[config.mk]
export PLATFORM = sky130hd
export DESIGN_NAME = ctq_tx_queue
export DESIGN_NICKNAME = d
export VERILOG_FILES = /design/src/include/ctq_pkg.sv /design/src/hw/ctq_fifo_ctrl.sv /design/src/hw/ctq_tx_queue.sv
export VERILOG_INCLUDE_DIRS = /design/src /design/src/include
export SDC_FILE = /design/constraint.sdc
export NUM_CORES = 1
export LEC_CHECK = 0
export ABC_AREA = 1
export BUFFER_PORTS_ARGS = -buffer_cell sky130_fd_sc_hd__buf_2
export CAP_MARGIN = 30
export CORE_ASPECT_RATIO = 0.5
export CORE_MARGIN = 4
export CORE_UTILIZATION = 25
export DETAILED_ROUTE_END_ITERATION = 8
export GPL_TIMING_DRIVEN = 0
export PLACE_DENSITY = 0.46
export REMOVE_ABC_BUFFERS = 1
export SYNTH_ARGS = -nofsm -noshare
export SYNTH_HDL_FRONTEND = slang
export SYNTH_HIERARCHICAL = 1
export SYNTH_SLANG_ARGS = --single-unit
[constraint.sdc]
create_clock -name mclk -period 9.61 [get_ports mclk]
set_input_delay 1.922 -clock mclk [delete_from_list [all_inputs] [get_ports mclk]]
set_output_delay 1.922 -clock mclk [all_outputs]
set_load 0.02 [all_outputs]
[src/include/ctq_regs.svh]
`ifndef CTQ_REGS_SVH
`define CTQ_REGS_SVH

// ----------------------------------------
// register word indices
// ----------------------------------------
`define CTQ_IDX_CTRL 4'h0
`define CTQ_IDX_STAT 4'h1
`define CTQ_IDX_UADDR 4'h2
`define CTQ_IDX_FIFO 4'h3

// ----------------------------------------
// control register fields
// ----------------------------------------
`define CTQ_PLSZ_HI 31
`define CTQ_PLSZ_LO 29
`define CTQ_DEPTH_HI 28
`define CTQ_DEPTH_LO 24
`define CTQ_RETRY_HI 22
`define CTQ_RETRY_LO 21
`define CTQ_PRIO_HI 20
`define CTQ_PRIO_LO 16
`define CTQ_FLUSH_BIT 10
`define CTQ_SEND_BIT 9
`define CTQ_ADV_BIT 8
`define CTQ_DIR_BIT 7
`define CTQ_ARBRT_BIT 6
`define CTQ_TSEN_BIT 5
`define CTQ_ATIE_BIT 4
`define CTQ_OVIE_BIT 3
`define CTQ_EMIE_BIT 2
`define CTQ_HLIE_BIT 1
`define CTQ_NFIE_BIT 0

// ----------------------------------------
// status register fields
// ----------------------------------------
`define CTQ_IDX_HI 12
`define CTQ_IDX_LO 8
`define CTQ_ABT_BIT 7
`define CTQ_LARB_BIT 6
`define CTQ_BERR_BIT 5
`define CTQ_ATIF_BIT 4
`define CTQ_EMPTY_BIT 2
`define CTQ_NFULL_BIT 0

// ----------------------------------------
// byte lanes and reset values
// ----------------------------------------
`define CTQ_LANE0 0
`define CTQ_LANE1 1
`define CTQ_LANE2 2
`define CTQ_LANE3 3
`define CTQ_RETRY_RST 2'h3
`define CTQ_HDR_BYTES 7'h08

// ----------------------------------------
// retry modes presented to the engine
// ----------------------------------------
`define CTQ_RETRY_NONE 2'h0
`define CTQ_RETRY_THREE 2'h1
`define CTQ_RETRY_ENDLESS 2'h2

`endif

[src/include/ctq_pkg.sv]
package ctq_pkg;

    // send handshake state
    typedef enum logic [1:0] {
        CTQ_IDLE = 2'b00,
        CTQ_SENDING = 2'b01,
        CTQ_ABORTING = 2'b10
    } ctq_state_e;

    typedef logic [4:0] ctq_index_t;

endpackage : ctq_pkg

[src/hw/ctq_fifo_ctrl.sv]
`timescale 1ns/1ps
`default_nettype none
`include "ctq_regs.svh"

module ctq_fifo_ctrl
    import ctq_pkg::*;
(
    // clock and reset
    input wire logic mclk,
    input wire logic rst_b,
    // controller mode
    input wire logic configMode,
    // register write
    input wire logic wrEn,
    input wire logic [3:0] wrByteEn,
    input wire logic [31:0] wrData,
    // readback and configuration
    output logic [31:0] ctrlWord,
    output logic fifoIsTransmit
);

    logic [2:0] payload_size_reg;
    logic [4:0] depth_reg;
    logic [1:0] retry_reg;
    logic [4:0] prio_reg;
    logic dir_reg;
    logic remoteReply_reg;
    logic tsEn_reg;
    logic [4:0] irqEn_reg;
    logic flush_reg;

    // ----------------------------------------
    // configuration fields, config mode only
    // ----------------------------------------
    always_ff @(posedge mclk) begin
        if (!rst_b) begin
            payload_size_reg <= 3'h0;
            depth_reg <= 5'h00;
            dir_reg <= 1'b0;
            tsEn_reg <= 1'b0;
        end else if (wrEn && configMode) begin
            if (wrByteEn[`CTQ_LANE3]) begin
                payload_size_reg <= wrData[`CTQ_PLSZ_HI:`CTQ_PLSZ_LO];
                depth_reg <= wrData[`CTQ_DEPTH_HI:`CTQ_DEPTH_LO];
            end
            if (wrByteEn[`CTQ_LANE0]) begin
                dir_reg <= wrData[`CTQ_DIR_BIT];
                tsEn_reg <= wrData[`CTQ_TSEN_BIT];
            end
        end
    end

    // ----------------------------------------
    // freely writable fields
    // ----------------------------------------
    always_ff @(posedge mclk) begin
        if (!rst_b) begin
            retry_reg <= `CTQ_RETRY_RST;
            prio_reg <= 5'h00;
            remoteReply_reg <= 1'b0;
            irqEn_reg <= 5'h00;
        end else if (wrEn) begin
            if (wrByteEn[`CTQ_LANE2]) begin
                retry_reg <= wrData[`CTQ_RETRY_HI:`CTQ_RETRY_LO];
                prio_reg <= wrData[`CTQ_PRIO_HI:`CTQ_PRIO_LO];
            end
            if (wrByteEn[`CTQ_LANE0]) begin
                remoteReply_reg <= wrData[`CTQ_ARBRT_BIT];
                irqEn_reg <= wrData[`CTQ_ATIE_BIT:`CTQ_NFIE_BIT];
            end
        end
    end

    // ----------------------------------------
    // reset bit, held in config mode
    // ----------------------------------------
    always_ff @(posedge mclk) begin
        if (!rst_b) begin
            flush_reg <= 1'b1;
        end else if (configMode) begin
            flush_reg <= 1'b1;
        end else if (wrEn && wrByteEn[`CTQ_LANE1] && wrData[`CTQ_FLUSH_BIT]) begin
            flush_reg <= 1'b1;
        end else begin
            flush_reg <= 1'b0;
        end
    end

    // readback word
    always_ff @(posedge mclk) begin
        if (!rst_b) begin
            ctrlWord <= 32'h00000000;
            fifoIsTransmit <= 1'b0;
        end else begin
            ctrlWord <= {payload_size_reg, depth_reg, 1'b0, retry_reg, prio_reg, 5'h00, flush_reg, 2'b00,
                         dir_reg, remoteReply_reg, tsEn_reg, irqEn_reg};
            fifoIsTransmit <= dir_reg;
        end
    end

endmodule : ctq_fifo_ctrl
`default_nettype wire

[src/hw/ctq_tx_queue.sv]
// Behaviour
// - Writing one to reset bit resets queue; bit self-clears; host waits for zero.
// - Reset bit stays set in Configuration mode, clears in Normal mode.
// - Send request starts sending; clears after all queued messages sent, or on abort or queue reset.
// - Writing zero to send request while set requests an abort.
// - Send request updates on completion, abort and queue reset.
// - Pointer advance moves queue head forward exactly one slot.
// - Direction bit of transmit queue always reads one.
// - Size, depth and similar configuration fields writable only in Configuration mode.
// - Aborted, lost-arbitration, bus-error bits record last message outcome.
// - Completion status bits update on complete, abort or queue reset.
// - Completion status bits clear when send request set or written zero.
// - Attempts-exhausted flag pends when retries run out; enable gates interrupt.
// - Message index gives zero-based slot of next message to send.
// - Empty flag reads one with no message queued, else zero.
// - Not-full flag reads one while a slot is free, zero when full.
// - Empty and not-full enables gate their interrupts.
// - User address register reads message RAM address of queue head.
// - Payload code 000..111 selects 8,12,16,20,24,32,48,64 bytes.
// - Depth is field value plus one, 1 to 32 messages.
// - With global retry limit set, attempts field selects none, three or unlimited.
// - Priority field ranks queues, 11111 highest, 00000 lowest.
// - FIFO direction bit: one transmit, zero receive.
`timescale 1ns/1ps
`default_nettype none
`include "ctq_regs.svh"

module ctq_tx_queue
    import ctq_pkg::*;
#(
    parameter logic [31:0] RAM_BASE = 32'h00000400
) (
    // clock and reset
    input wire logic mclk,
    input wire logic rst_b,
    // controller mode and global option
    input wire logic configMode,
    input wire logic retryLimitGlobal,
    // register port
    input wire logic regWrite,
    input wire logic regRead,
    input wire logic [3:0] regAddr,
    input wire logic [3:0] regByteEn,
    input wire logic [31:0] regWData,
    output logic [31:0] regRData,
    output logic regRValid,
    // protocol engine events
    input wire logic msgSent,
    input wire logic msgAborted,
    input wire logic arbLost,
    input wire logic busError,
    input wire logic attemptsOut,
    // to protocol engine
    output logic sendPending,
    output logic abortRequest,
    output logic [4:0] sendPriority,
    output logic [1:0] retryMode,
    output logic [4:0] queueIndex,
    output logic [31:0] headAddress,
    output logic flushBusy,
    // interrupt requests
    output logic emptyIrq,
    output logic notFullIrq,
    output logic attemptsIrq,
    // general fifo
    output logic fifoIsTransmit
);

    // ----------------------------------------
    // helper functions
    // ----------------------------------------
    // payload bytes per slot
    function automatic logic [6:0] payloadBytes(input logic [2:0] code);
        case (code)
            3'h0: payloadBytes = 7'h08;
            3'h1: payloadBytes = 7'h0C;
            3'h2: payloadBytes = 7'h10;
            3'h3: payloadBytes = 7'h14;
            3'h4: payloadBytes = 7'h18;
            3'h5: payloadBytes = 7'h20;
            3'h6: payloadBytes = 7'h30;
            default: payloadBytes = 7'h40;
        endcase
    endfunction : payloadBytes

    // slot index step with wrap at depth
    function automatic ctq_index_t nextSlot(input ctq_index_t cur, input logic [4:0] lastSlot);
        nextSlot = (cur == lastSlot) ? 5'h00 : 5'(cur + 5'h01);
    endfunction : nextSlot

    // ----------------------------------------
    // registers
    // ----------------------------------------
    logic [2:0] payload_size_reg;
    logic [4:0] depth_reg;
    logic [1:0] retry_reg;
    logic [4:0] prio_reg;
    logic flush_reg;
    logic sendReq_reg;
    logic atIe_reg;
    logic emIe_reg;
    logic nfIe_reg;
    logic abt_reg;
    logic larb_reg;
    logic berr_reg;
    logic atIf_reg;
    logic larbSeen_reg;
    logic berrSeen_reg;
    ctq_index_t head_reg;
    ctq_index_t tail_reg;
    logic [5:0] count_reg;
    ctq_state_e state_reg;
    logic [31:0] fifoWord;

    // ----------------------------------------
    // decode
    // ----------------------------------------
    logic wrCtrl;
    logic wrStat;
    logic wrFifo;
    logic setSend;
    logic abortWr;
    logic advWr;
    logic flushDone;
    logic queueEmpty;
    logic queueFull;
    logic advance;
    logic finish;
    logic [5:0] depthMsgs;

    // decoded strobes
    assign wrCtrl = regWrite && (regAddr == `CTQ_IDX_CTRL);
    assign wrStat = regWrite && (regAddr == `CTQ_IDX_STAT);
    assign wrFifo = regWrite && (regAddr == `CTQ_IDX_FIFO);
    assign setSend = wrCtrl && regByteEn[`CTQ_LANE1] && regWData[`CTQ_SEND_BIT] && !flush_reg;
    assign abortWr = wrCtrl && regByteEn[`CTQ_LANE1] && !regWData[`CTQ_SEND_BIT] && sendReq_reg;
    assign advWr = wrCtrl && regByteEn[`CTQ_LANE1] && regWData[`CTQ_ADV_BIT];
    assign flushDone = flush_reg && !configMode;
    // occupancy flags
    assign depthMsgs = {1'b0, depth_reg} + 6'h01;
    assign queueEmpty = (count_reg == 6'h00);
    assign queueFull = (count_reg == depthMsgs);
    assign advance = advWr && !queueFull && !flush_reg;
    assign finish = msgSent && !queueEmpty && !flush_reg;

    // ----------------------------------------
    // configuration fields
    // ----------------------------------------
    always_ff @(posedge mclk) begin
        if (!rst_b) begin
            payload_size_reg <= 3'h0;
            depth_reg <= 5'h00;
        end else if (wrCtrl && configMode && regByteEn[`CTQ_LANE3]) begin
            payload_size_reg <= regWData[`CTQ_PLSZ_HI:`CTQ_PLSZ_LO];
            depth_reg <= regWData[`CTQ_DEPTH_HI:`CTQ_DEPTH_LO];
        end
    end

    // retry, priority and interrupt enables
    always_ff @(posedge mclk) begin
        if (!rst_b) begin
            retry_reg <= `CTQ_RETRY_RST;
            prio_reg <= 5'h00;
            atIe_reg <= 1'b0;
            emIe_reg <= 1'b0;
            nfIe_reg <= 1'b0;
        end else if (wrCtrl) begin
            if (regByteEn[`CTQ_LANE2]) begin
                retry_reg <= regWData[`CTQ_RETRY_HI:`CTQ_RETRY_LO];
                prio_reg <= regWData[`CTQ_PRIO_HI:`CTQ_PRIO_LO];
            end
            if (regByteEn[`CTQ_LANE0]) begin
                atIe_reg <= regWData[`CTQ_ATIE_BIT];
                emIe_reg <= regWData[`CTQ_EMIE_BIT];
                nfIe_reg <= regWData[`CTQ_NFIE_BIT];
            end
        end
    end

    // ----------------------------------------
    // queue reset bit
    // ----------------------------------------
    always_ff @(posedge mclk) begin
        if (!rst_b) begin
            flush_reg <= 1'b1;
        end else if (configMode) begin
            flush_reg <= 1'b1;
        end else if (flush_reg) begin
            flush_reg <= 1'b0;
        end else if (wrCtrl && regByteEn[`CTQ_LANE1] && regWData[`CTQ_FLUSH_BIT]) begin
            flush_reg <= 1'b1;
        end
    end

    // ----------------------------------------
    // head, tail and occupancy
    // ----------------------------------------
    always_ff @(posedge mclk) begin
        if (!rst_b || flushDone) begin
            head_reg <= 5'h00;
            tail_reg <= 5'h00;
            count_reg <= 6'h00;
        end else begin
            if (advance) begin
                head_reg <= nextSlot(head_reg, depth_reg);
            end
            if (finish) begin
                tail_reg <= nextSlot(tail_reg, depth_reg);
            end
            if (advance && !finish) begin
                count_reg <= count_reg + 6'h01;
            end else if (finish && !advance) begin
                count_reg <= count_reg - 6'h01;
            end
        end
    end

    // ----------------------------------------
    // send handshake
    // ----------------------------------------
    always_ff @(posedge mclk) begin
        if (!rst_b || flushDone) begin
            state_reg <= CTQ_IDLE;
            sendReq_reg <= 1'b0;
        end else begin
            case (state_reg)
                CTQ_IDLE: begin
                    if (setSend) begin
                        sendReq_reg <= 1'b1;
                        state_reg <= CTQ_SENDING;
                    end
                end
                CTQ_SENDING: begin
                    if (msgAborted) begin
                        sendReq_reg <= 1'b0;
                        state_reg <= CTQ_IDLE;
                    end else if (abortWr) begin
                        state_reg <= CTQ_ABORTING;
                    end else if (finish && (count_reg == 6'h01) && !advance) begin
                        sendReq_reg <= 1'b0;
                        state_reg <= CTQ_IDLE;
                    end
                end
                CTQ_ABORTING: begin
                    if (msgAborted || (finish && (count_reg == 6'h01) && !advance)) begin
                        sendReq_reg <= 1'b0;
                        state_reg <= CTQ_IDLE;
                    end
                end
                default: begin
                    state_reg <= CTQ_IDLE;
                    sendReq_reg <= 1'b0;
                end
            endcase
        end
    end

    // ----------------------------------------
    // outcome of current message
    // ----------------------------------------
    // in-flight events held until the message ends
    always_ff @(posedge mclk) begin
        if (!rst_b || flushDone || msgSent || msgAborted) begin
            larbSeen_reg <= 1'b0;
            berrSeen_reg <= 1'b0;
        end else begin
            if (arbLost) begin
                larbSeen_reg <= 1'b1;
            end
            if (busError) begin
                berrSeen_reg <= 1'b1;
            end
        end
    end

    // completion status, set wins over host clear
    always_ff @(posedge mclk) begin
        if (!rst_b || flushDone) begin
            abt_reg <= 1'b0;
            larb_reg <= 1'b0;
            berr_reg <= 1'b0;
        end else if (msgSent || msgAborted) begin
            abt_reg <= msgAborted;
            larb_reg <= larbSeen_reg || arbLost;
            berr_reg <= berrSeen_reg || busError;
        end else if (setSend) begin
            abt_reg <= 1'b0;
            larb_reg <= 1'b0;
            berr_reg <= 1'b0;
        end else if (wrStat && regByteEn[`CTQ_LANE0]) begin
            abt_reg <= abt_reg && regWData[`CTQ_ABT_BIT];
            larb_reg <= larb_reg && regWData[`CTQ_LARB_BIT];
            berr_reg <= berr_reg && regWData[`CTQ_BERR_BIT];
        end
    end

    // attempts exhausted flag
    always_ff @(posedge mclk) begin
        if (!rst_b || flushDone) begin
            atIf_reg <= 1'b0;
        end else if (attemptsOut) begin
            atIf_reg <= 1'b1;
        end else if (wrStat && regByteEn[`CTQ_LANE0] && !regWData[`CTQ_ATIF_BIT]) begin
            atIf_reg <= 1'b0;
        end
    end

    // ----------------------------------------
    // engine-facing outputs
    // ----------------------------------------
    always_ff @(posedge mclk) begin
        if (!rst_b) begin
            sendPending <= 1'b0;
            abortRequest <= 1'b0;
            sendPriority <= 5'h00;
            retryMode <= `CTQ_RETRY_ENDLESS;
            queueIndex <= 5'h00;
            headAddress <= RAM_BASE;
            flushBusy <= 1'b1;
        end else begin
            sendPending <= sendReq_reg && (state_reg == CTQ_SENDING);
            abortRequest <= (state_reg == CTQ_ABORTING);
            sendPriority <= prio_reg;
            if (!retryLimitGlobal) begin
                retryMode <= `CTQ_RETRY_ENDLESS;
            end else if (retry_reg == 2'h0) begin
                retryMode <= `CTQ_RETRY_NONE;
            end else if (retry_reg == 2'h1) begin
                retryMode <= `CTQ_RETRY_THREE;
            end else begin
                retryMode <= `CTQ_RETRY_ENDLESS;
            end
            queueIndex <= tail_reg;
            headAddress <= RAM_BASE + 32'(head_reg) * 32'(payloadBytes(payload_size_reg) + `CTQ_HDR_BYTES);
            flushBusy <= flush_reg;
        end
    end

    // gated interrupt requests
    always_ff @(posedge mclk) begin
        if (!rst_b) begin
            emptyIrq <= 1'b0;
            notFullIrq <= 1'b0;
            attemptsIrq <= 1'b0;
        end else begin
            emptyIrq <= emIe_reg && queueEmpty;
            notFullIrq <= nfIe_reg && !queueFull;
            attemptsIrq <= atIe_reg && atIf_reg;
        end
    end

    // ----------------------------------------
    // register readback
    // ----------------------------------------
    always_ff @(posedge mclk) begin
        if (!rst_b) begin
            regRData <= 32'h00000000;
            regRValid <= 1'b0;
        end else begin
            regRValid <= regRead;
            if (regRead) begin
                case (regAddr)
                    `CTQ_IDX_CTRL: begin
                        regRData <= {payload_size_reg, depth_reg, 1'b0, retry_reg, prio_reg, 5'h00, flush_reg,
                                     sendReq_reg, 1'b0, 1'b1, 2'b00, atIe_reg, 1'b0, emIe_reg, 1'b0,
                                     nfIe_reg};
                    end
                    `CTQ_IDX_STAT: begin
                        regRData <= {19'h00000, tail_reg, abt_reg, larb_reg, berr_reg, atIf_reg, 1'b0,
                                     queueEmpty, 1'b0, !queueFull};
                    end
                    `CTQ_IDX_UADDR: begin
                        regRData <= headAddress;
                    end
                    `CTQ_IDX_FIFO: begin
                        regRData <= fifoWord;
                    end
                    default: begin
                        regRData <= 32'h00000000;
                    end
                endcase
            end
        end
    end

    // ----------------------------------------
    // general message fifo control
    // ----------------------------------------
    ctq_fifo_ctrl u_fifo (
        .mclk(mclk),
        .rst_b(rst_b),
        .configMode(configMode),
        .wrEn(wrFifo),
        .wrByteEn(regByteEn),
        .wrData(regWData),
        .ctrlWord(fifoWord),
        .fifoIsTransmit(fifoIsTransmit)
    );

endmodule : ctq_tx_queue
`default_nettype wire

# After elaboration in Yosys (flattened, before gate mapping)

Index checks and enable logic that the tools add are counted.

Bits in registers: 184
Input port bits: 51
Output and inout port bits: 84
Word-level logic and storage cells: 178

Add/subtract/negate cells: 7
Multipliers: 1
Equality and inequality tests: 21
Muxes and demuxes: 35
Bitwise logic cells: 2
Reductions and logical operators: 68

Operators by type and width:

| cell                                                                   | count |
|---|---|
| 32-bit one-hot mux with 4 select lines                                 | 1 |
| 7-bit one-hot mux with 7 select lines                                  | 1 |
| 1-bit logical AND                                                      | 33 |
| 1-bit two-way mux                                                      | 19 |
| 11-bit by 13-bit adder with 14-bit output (first input constant)       | 1 |
| 2-bit two-way mux                                                      | 7 |
| 2-bit AND reduction                                                    | 7 |
| 5-bit by 8-bit multiplier with 13-bit output                           | 1 |
| 6-bit two-way mux                                                      | 2 |
| 5-bit by 1-bit adder with 5-bit output (second input constant)         | 2 |
| 5-bit equality test                                                    | 2 |
| 5-bit two-way mux                                                      | 2 |
| 3-bit equality test (second input constant)                            | 3 |
| 1-bit logical NOT                                                      | 9 |
| 7-bit by 4-bit adder with 8-bit output (second input constant)         | 1 |
| 4-bit by 2-bit equality test with 1-bit output (second input constant) | 2 |
| 1-bit logical OR                                                       | 7 |
| 7-bit two-way mux                                                      | 1 |
| 5-bit by 1-bit adder with 6-bit output (second input constant)         | 1 |
| 6-bit by 1-bit adder with 6-bit output (second input constant)         | 1 |
| 3-bit by 2-bit equality test with 1-bit output (second input constant) | 2 |
| 6-bit by 1-bit equality test with 1-bit output (second input constant) | 1 |
| 6-bit equality test                                                    | 1 |
| 6-bit logical NOT                                                      | 1 |
| other kinds (20)                                                       | 26 |

# Logic depth before layout (Yosys ltp)

Gate-level depths: netlist of the first run.

Depth after elaboration: 12
Mapped depth: 23
Depth with buffers taken out: 23

# Cells and area by module

The synthesis of the first run kept the hierarchy.

By module, submodules not included:

| module        | instances | cells each | area each (um2) | sequential area each (um2) |
|---|---|---|---|---|
| ctq_tx_queue  | 1         | 779        | 5748.0          | 2142.1 |
| ctq_fifo_ctrl | 1         | 209        | 1634.1          | 960.9 |

# Worst setup path before layout of the first run

OpenSTA, ideal clock, no wires.

Kind: register to register
Start point: register payload_size_reg[0] (netlist name)
End point: register headAddress[12]
Setup time: 0.115 ns
Data arrival time: 3.969 ns
Data required time: 9.495 ns
Setup slack: 5.526 ns
Stages on the path, launching flop included: 23
Path buffers: 0
Clock period less this slack: 4.084 ns
Cell sequence: dfxtp_1 -> nand2_1 -> inv_1 -> nor2_1 -> ha_1 -> xor2_1 -> nor2_1 -> fa_1 -> fa_1 -> inv_1 -> fa_1 -> inv_1 -> ha_1 -> a21oi_1 -> nand2_1 -> nand2_1 -> nand2_1 -> a21oi_1 -> nor2_1 -> o21ai_0 -> nand3_1 -> nand2_1 -> nor2_1

RTL lines:

| item                 | line                | RTL |
|---|---|---|
| to (signal assigned) | ctq_tx_queue.sv:334 | `` headAddress <= RAM_BASE + 32'(head_reg) * 32'(payloadBytes(payload_size_reg) + `CTQ_HDR_BYTES); `` |
| to (decl)            | ctq_tx_queue.sv:59  | `output logic [31:0] headAddress,` |

==> reports/results.ini, run 1 <==
[cells_and_area]
final_core_util=0.302
area_growth_pct=18.9
reg.largest.list=regRData x32, u_fifo/ctrlWord x24, headAddress x12
stdcell_area_mm2=0.00877
largest_register=regRData
nNetsFinal=1185
largest_reg_flops=32
fill_cells=3161
drive_gt1_frac=0.146

[synthesis]
synth_area_leaders=dfxtp_1 (42%), nand2_1 (11%), inv_1 (7.5%)
syn_inst=988
synth_top_area_share=0.420
avgSynthCellArea_um2=7.47
yosysWarnings=6
syn_area_mm2=0.00738
synthTopCellsByCount=nand2_1 (216), dfxtp_1 (155), inv_1 (148)
ys_seq_area_frac=0.420
synth.most_common_cell=nand2_1
ys_seq_elements=155
synth_cell_type_count=42
synth_edf_count=0
async_flop_share=0
yosysTopAreaCell=dfxtp_1
synthFlopType=dfxtp_1

[timing]
fin_skew_ns=0.00807
tns_ns=0
period_needed_ns=4.64
tightestPinTransition_ns=0.900
max-slew-margin-rel=0.400
setup_ws_ns=4.97
rsz0062_at_grt=false
setup_viol=0
min_period_over_period=0.483
fmax_mhz=216
finalHoldViolations=0
slew_violations=0

[floorplanning]
ios=135
fp.dieArea_mm2=0.0325
core_area_mm2=0.0290
initial_utilization=0.254
rows=44
die_x_um=251
die_h_um=130

[clock_tree]
cts_tree=done
cts_buffers=17
cts_resized=0
cts_num_sinks=155
cts_setup_buffers=0
insertion_delay_ns=0.42
clk_pin_slew_worst_paths_ns=0.07
hold_buffers=0
cts-root-buf=clkbuf_16
cts_max_level=4
clockBufferDepth=2

[hold_path]
hold_path_startpoint=u_fifo/flush_reg
hold_end=u_fifo/ctrlWord[10]
whs_path_depth=2
hp-class=flip-flop to flip-flop

[grt]
grt_max_degree=93
overflow=0
antenna_found_initial=1
grt_pass1_vias=5900
grt_pass1_wl_mm=31.4
track_usage=0.122

[outcome]
outcome=finished, final reports clean

[power]
ir_drop_mv=0.0996
p_leak_nw=4.20
switching_share=0.259
power_frac_seq=0.478
p_int_w=0.00102
power.density_mw_per_mm2=156
combPwrFrac=0.058
power_switching_w=0.000355
p_clk_frac=0.464
p_total_w=0.00137

[placement]
io_buffers=108
place_ws_ns=4.96
post_dp_cell_area_mm2=0.00822
globalplace.congestion=0.783
post-dp-hpwl_mm=14.8

[flow_run]
max-cap-violations=0

[route]
routed_wl_mm=20.1
detail-route-antenna-nets=0
first_pass_iters=5
initialDrtViolationCount=348
vias=6312
viasPerCell=4.23
drc=0
avgRoutedWirePerCell_um=13.5

[worst_setup_path]
r2r_cells=22
crit_slowest_cell=fa_1
cp-start-kind=flip-flop
cp.buffers_inverters=4
r2r-end=headAddress[13]
r2r_setup_slack_ns=4.97
critPathArrivalTime_ns=4.92
worstReg2RegStart=payload_size_reg[2]
cp_cell_sequence=nand2_1, inv_1, nor2_1, ha_1, xor2_1, nor2_1, fa_1, fa_1, inv_1, fa_1, inv_1, ha_1, inv_1, nor2_1, o21ai_0, nand2_1, nand2_1, nand2_1, a21oi_1, o21ai_0, a21oi_1, nor2_1
cp_max_fo=5
path_class=flip-flop to flip-flop
slowest_delay_ns=0.55
cp.required_ns=9.89
crit_path_end_kind=flip-flop
path_delay_family=adder cells

==> placed cells by master, fill, tap and decap left out, types with 17 or more instances in the layout <==
master,netlist,final
a21oi_1,74,74
o21ai_0,74,74
nand2_1,216,216
clkbuf_16,0,17
inv_1,148,147
buf_2,6,107
dfxtp_1,155,155
nor2_1,105,105
nand3_1,29,29
conb_1,3,34
ha_1,33,33
==> how the worst max path moves through the flow <==
| stage | from | to | slack [ns] | cells past startpoint |
|---|---|---|---|---|
| after floorplan | payload_size_reg[0] | headAddress[12] | 5.53 | 22 |
| after detailed placement | payload_size_reg[2] | headAddress[13] | 4.96 | 22 |
| after global routing | payload_size_reg[2] | headAddress[13] | 4.51 | 22 |
| after global placement | rst_b | headAddress[2] | 4.42 | 3 |
| after CTS | payload_size_reg[2] | headAddress[13] | 4.93 | 22 |
| final | payload_size_reg[2] | headAddress[13] | 4.97 | 22 |
==> per-layer routing <==
layer / global-route usage / vias to the layer above / share of wire
li1: - / 3243 / -
met1: 0.156 / 2975 / 0.46
met2: 0.213 / 80 / 0.50
met3: 0.0229 / 14 / 0.026
met4: 0.0345 / 0 / 0.014
met5: 0 / - / 0
==> final cells by class <==
class,instances,area (um^2),area share
flip-flops and latches,155,3100,0.354
multi-input cells,654,3490,0.398
repair buffers,109,571,0.0650
diodes,1,2.50,0.000285
inverters,151,567,0.0646
well taps,391,489,0.0558
clock inverters,13,109,0.0124
clock buffers,19,443,0.0505
==> cell families after synthesis <==
family	synth area share
and+or+nand+nor	0.216
xor gates and xnor gates	0.0154
buffers and inverters	0.123
DFF	0.420
adders and majority gates	0.0912
other	0.00153
AOI/OAI and AO/OA	0.133
==> metrics by stage <==
step	hold WS (ns)	instances
final	0.421	1493
after global routing	0.438	1493
after CTS	0.425	1492
after detailed placement	0.406	1460
after global placement	0.410	1459
after floorplan	0.390	960
==> worst register-to-register path, delay by kind of cell (launching register included) <==
kind / cells / cell delay, ns
AOI/OAI and AO/OA: 4 / 0.63
adders and majority gates: 5 / 2.12
DFF: 1 / 0.33
and+or+nand+nor: 8 / 0.80
xor gates and xnor gates: 1 / 0.36
buffers and inverters: 4 / 0.24
==> power groups by stage <==
stage | clock, W | sequential, W | combinational (W)
final | 0.000637 | 0.000656 | 0.0000796
after global routing | 0.000683 | 0.000656 | 0.0000901
after CTS | 0.000650 | 0.000656 | 0.0000808
after detailed placement | 0 | 0.000670 | 0.0000804
after global placement | 0 | 0.000670 | 0.0000786
after floorplan | 0 | 0.000674 | 0.0000372
Power figures use the tool's default switching activity.
==> run 2, diff against run 1 <==
Settings changed: PLACE_DENSITY 0.46 to 0.48.
Clock period 9.61 ns to 3.95 ns, I/O delays scaled along.
==> run 2 against run 1 <==
  * Highest routed layer unchanged
  * Worst hold slack better by 0.0011 ns
  * First-iteration DRC count is 25% lower
  * Global-route usage grew 0.067 points
  * Register-to-register slack worse by 4.9 ns
  * Non-clock buffer count rose by 11
==> reports/results.ini, run 2 (same netlist as run 1, synthesis figures left out) <==
[floorplanning]
initial_utilization=0.254
core_area_mm2=0.0290
rows=44
ios=135
fp.dieArea_mm2=0.0325
die_h_um=130
die_x_um=251

[clock_tree]
clockBufferDepth=2
insertion_delay_ns=0.43
cts_num_sinks=155
cts-root-buf=clkbuf_16
cts_tree=done
cts_buffers=17
clk_pin_slew_worst_paths_ns=0.07
hold_buffers=0
cts_max_level=4

[power]
p_int_w=0.00260
combPwrFrac=0.058
power.density_mw_per_mm2=381
p_clk_frac=0.481
power_frac_seq=0.461
power_switching_w=0.000857
ir_drop_mv=0.256
switching_share=0.248
p_leak_nw=4.29

[timing]
tightestPinTransition_ns=0.901
setup_viol=0
min_period_over_period=0.980
rsz0062_at_grt=true
fmax_mhz=258
tns_ns=0
period_needed_ns=3.87
finalHoldViolations=0
max-slew-margin-rel=0.400
setup_ws_ns=0.0801
fin_skew_ns=0.00973
slew_violations=0

[cells_and_area]
instances_no_fill=1503
drive_gt1_frac=0.191
layout_common_cells=nand2_1 (213), dfxtp_1 (152), inv_1 (137)
nNetsFinal=1196
area_growth_pct=23.0
final_core_util=0.313
mostFrequentLayoutCell=nand2_1
reg.largest.list=regRData x32, u_fifo/ctrlWord x24, headAddress x12
largest_register=regRData
largest_reg_flops=32

[grt]
grt_pass1_vias=6001
track_usage=0.123
grt_max_degree=93
antenna_found_initial=1
grt_pass1_wl_mm=31.7
overflow=0

[route]
avgRoutedWirePerCell_um=13.4
routed_wl_mm=20.2
drc=0
vias=6359
first_pass_iters=5
detail-route-antenna-nets=0
viasPerCell=4.23
initialDrtViolationCount=261

[placement]
place_ws_ns=-0.728
io_buffers=108
post-dp-hpwl_mm=14.9
globalplace.congestion=0.831
place_inst=1460

[hold_path]
hp-class=flip-flop to flip-flop

[worst_setup_path]
slowest_delay_ns=0.58
cp.buffers_inverters=5
cpMostUsedCell=nand2_1
path_delay_family=adder cells
cp_max_fo=3
cp-start-kind=flip-flop
path_class=flip-flop to flip-flop
cp_cell_sequence=nand2_2, inv_4, a21oi_4, ha_4, xor2_2, buf_4, buf_6, nor2_4, ha_4, inv_2, fa_1, fa_1, inv_1, ha_1, nand3_2, nand2_2, nand2_1, nand2_1, a21oi_2, nor2_2, o21ai_2, nand3_1, nand2_1, nor2_1
crit_slowest_cell=fa_1
cp.required_ns=4.27
critPathArrivalTime_ns=4.19
crit_path_end_kind=flip-flop

[flow_run]
max-cap-violations=0

[outcome]
outcome=finished, final reports clean

## run 2: changes by cell type in the layout (fill, tap and decap cells not counted), moves of 4 or more
cell,before,now
o21ai_0,74,68
ha_1,33,27
ha_4,0,5
nor2_1,105,98
a21oi_1,74,69
clkinvlp_4,5,1
nor2_4,2,6
a21oi_2,1,5
buf_4,1,11
inv_1,147,137
inv_2,3,11
## run 2: path summary, 6_finish.rpt
check / startpoint / endpoint / slack [ns] / depth (start not counted)
max: payload_size_reg[0] / headAddress[12] / 0.08 / 24
min: u_fifo/dir_reg / u_fifo/ctrlWord[7] / 0.42 / 2
min reg2reg: u_fifo/dir_reg / u_fifo/ctrlWord[7] / 0.42 / 2
max reg2reg: payload_size_reg[0] / headAddress[12] / 0.08 / 24
## run 2: timing repair
item                                    CTS  global route
setup buffers                             4             7
gates resized for setup                  23            33
endpoints found under the setup margin    7             5
pin swaps                                13            36
## run 2: metal layers
layer	wire (um)	track usage
met1	9400	0.156
met2	9970	0.211
met3	405	0.0195
met4	407	0.0499
met5	0	0
## run 2: tightest hold or removal path, stage by stage (launching register included)
cell	delay (ns)
dfxtp_1	0.31
nand2_1	0.05
inv_1	0.03
## run 2: power groups by stage
stage	Sequential, W	Combinational (W)	Clock [W]
after floorplan	0.00164	0.0000905	0
after global placement	0.00163	0.000191	0
after detailed placement	0.00163	0.000195	0
after CTS	0.00159	0.000199	0.00171
after global routing	0.00160	0.000224	0.00177
final	0.00159	0.000200	0.00166
## run 2: through the flow
| stage | area [um^2] | hold WS [ns] | power, W |
|---|---|---|---|
| finish | 9080 | 0.423 | 0.00346 |
| floorplan | 7160 | 0.390 | 0.00173 |
| global placement | 8190 | 0.410 | 0.00182 |
| global route | 9080 | 0.442 | 0.00359 |
| detailed placement | 8220 | 0.413 | 0.00183 |
| CTS | 8920 | 0.424 | 0.00350 |
## run 2: cell type report
cell class,count,area (um^2)
clock inverters,13,158
multi-input cells,654,3650
diodes,1,2.50
flip-flops and latches,155,3110
inverters,151,572
clock buffers,18,439
fillers,3113,19900
well taps,391,489
repair buffers,120,657
==> run 3, diff against run 2 <==
Settings changed: CORE_ASPECT_RATIO 0.5 to unset, CTS_CLUSTER_SIZE set to 30, SLEW_MARGIN set to 30.
==> run 3 against run 2 <==
  * Total power grew 2.8%
  * Clock skew shrank 0.0023 ns
  * First-iteration DRC count grew 25%
  * Critical path depth shrank 3
  * Global-route usage grew 0.58 points
  * Worst hold slack lost 0.0064 ns
  * Clock power grew 6%
  * Register-to-register slack gained 0.03 ns
  * Critical endpoint unchanged
==> reports/results.ini, run 3 (same netlist as run 1, synthesis figures left out) <==
[hold_path]
hold_end=u_fifo/ctrlWord[10]
hold_path_startpoint=u_fifo/flush_reg
whs_path_depth=2
hp-class=flip-flop to flip-flop

[worst_setup_path]
crit_path_end_kind=flip-flop
path_class=flip-flop to flip-flop
r2r_setup_slack_ns=0.11
r2r_cells=21
critPathArrivalTime_ns=4.16
cp-start-kind=flip-flop
r2r-end=headAddress[12]
worstReg2RegStart=payload_size_reg[1]
cp_max_fo=5
cp.required_ns=4.27

[route]
first_pass_iters=5
detail-route-antenna-nets=0
vias=6249
drc=0
avgRoutedWirePerCell_um=13.9
viasPerCell=4.17
routed_wl_mm=20.8
initialDrtViolationCount=326

[cells_and_area]
final_core_util=0.314
largest_register=regRData
nNetsFinal=1196
stdcell_area_mm2=0.00908
area_growth_pct=23.1
mostFrequentLayoutCell=nand2_1
multi_input_area_mm2=0.00363
seq_area_mm2=0.00311
fill_cells=3154
layout_common_cells=nand2_1 (214), dfxtp_1 (152), inv_1 (138)
drive_gt1_frac=0.184
reg.largest.list=regRData x32, u_fifo/ctrlWord x24, headAddress x12
largest_reg_flops=32

[outcome]
outcome=finished, final reports clean

[power]
p_clk_frac=0.494
combPwrFrac=0.057
switching_share=0.250
ir_drop_mv=0.279
power_frac_seq=0.448
p_leak_nw=4.31
power.density_mw_per_mm2=391
p_int_w=0.00267
power_switching_w=0.000890

[timing]
fin_skew_ns=0.00740
max-slew-margin-rel=0.425
finalHoldViolations=0
tightestPinTransition_ns=0.862
period_needed_ns=3.84
rsz0062_at_grt=true
fmax_mhz=260
slew_violations=0
tns_ns=0
min_period_over_period=0.972
setup_viol=0

[flow_run]
max-cap-violations=0

[floorplanning]
core_area_mm2=0.0289
ios=135
die_h_um=180
die_x_um=180
initial_utilization=0.255
rows=62
fp.dieArea_mm2=0.0323

[placement]
globalplace.congestion=0.836
post-dp-hpwl_mm=14.9
io_buffers=108
post_dp_cell_area_mm2=0.00821

[clock_tree]
hold_buffers=0
insertion_delay_ns=0.43
clk_pin_slew_worst_paths_ns=0.07
cts_max_level=4
cts_num_sinks=155
cts_tree=done
cts-root-buf=clkbuf_16
clockBufferDepth=2
cts_buffers=17

[grt]
grt_pass1_vias=6019
grt_pass1_wl_mm=33.3
antenna_found_initial=5
track_usage=0.129
overflow=0
grt_max_degree=64

-- run 3: changes by cell type in the layout (fill, tap and decap cells not counted), moves of 2 or more --
| cell | before | now |
|---|---|---|
| ha_1 | 27 | 30 |
| ha_4 | 5 | 3 |
| inv_2 | 11 | 8 |
| nor2_4 | 6 | 4 |
| clkinv_4 | 3 | 1 |
| inv_8 | 1 | 3 |
| nor2_1 | 98 | 100 |
| inv_4 | 2 | 4 |
-- run 3: timing repair --
| item | CTS | global route |
|---|---|---|
| setup endpoints to repair | 6 | 4 |
| resized for setup | 24 | 25 |
| hold endpoints to repair | 0 | 0 |
| setup buffers | 5 | 6 |
| pin swaps | 13 | 18 |
-- run 3: worst max-delay path by stage --
stage | from | to | slack [ns] | cells after the start
after floorplan | payload_size_reg[0] | headAddress[12] | -0.13 | 22
after global placement | payload_size_reg[0] | headAddress[13] | -0.74 | 22
after detailed placement | payload_size_reg[0] | headAddress[13] | -0.68 | 22
after CTS | payload_size_reg[2] | headAddress[13] | 0.02 | 21
after global routing | payload_size_reg[2] | headAddress[12] | -0.12 | 22
final | payload_size_reg[1] | headAddress[12] | 0.11 | 21
-- run 3: stage by stage --
step	instances	setup WS (ns)	total power [W]	hold WS, ns
2_1_floorplan	960	-0.130	0.00173	0.390
3_3_place_gp	1452	-0.743	0.00182	0.399
3_5_place_dp	1453	-0.683	0.00183	0.407
4_1_cts	1490	0.0174	0.00361	0.419
5_1_grt	1497	-0.115	0.00370	0.429
6_report	1497	0.109	0.00356	0.416
-- run 3: power groups by stage --
stage / Clock (W) / Combinational, W / Sequential, W
2_1_floorplan: 0 / 0.0000905 / 0.00164
3_3_place_gp: 0 / 0.000193 / 0.00163
3_5_place_dp: 0 / 0.000197 / 0.00163
4_1_cts: 0.00181 / 0.000202 / 0.00159
5_1_grt: 0.00188 / 0.000229 / 0.00160
6_report: 0.00176 / 0.000204 / 0.00159
-- run 3: layout make-up --
cell class	instances	share of cell area
Multi-Input combinational cell	654	0.399
Sequential cell	155	0.342
Timing Repair Buffer	120	0.0727
Inverter	151	0.0635
Tap cell	384	0.0529
Clock buffer	18	0.0472
Clock inverter	14	0.0220
Antenna cell	1	0.000275
-- run 3: critical path, stage by stage (launching register included) --
cell	delay [ns]
dfxtp_4	0.41
inv_4	0.05
a21oi_4	0.14
ha_4	0.17
xor2_4	0.20
nor2_2	0.07
fa_1	0.45
fa_1	0.51
inv_2	0.04
fa_1	0.48
inv_2	0.05
ha_4	0.25
a21oi_2	0.13
nand2_1	0.08
nand2_1	0.08
nand2_2	0.05
a21oi_2	0.18
nor2_2	0.06
o21ai_2	0.15
nand3_1	0.09
nand2_1	0.06
nor2_1	0.04
-- run 3: routing by layer --
metal	GRT usage	part of all wire	up-vias
li1	-	-	3271
met1	0.166	0.47	2839
met2	0.211	0.47	106
met3	0.0352	0.045	25
met4	0.0375	0.015	8
met5	0	0.0032	-
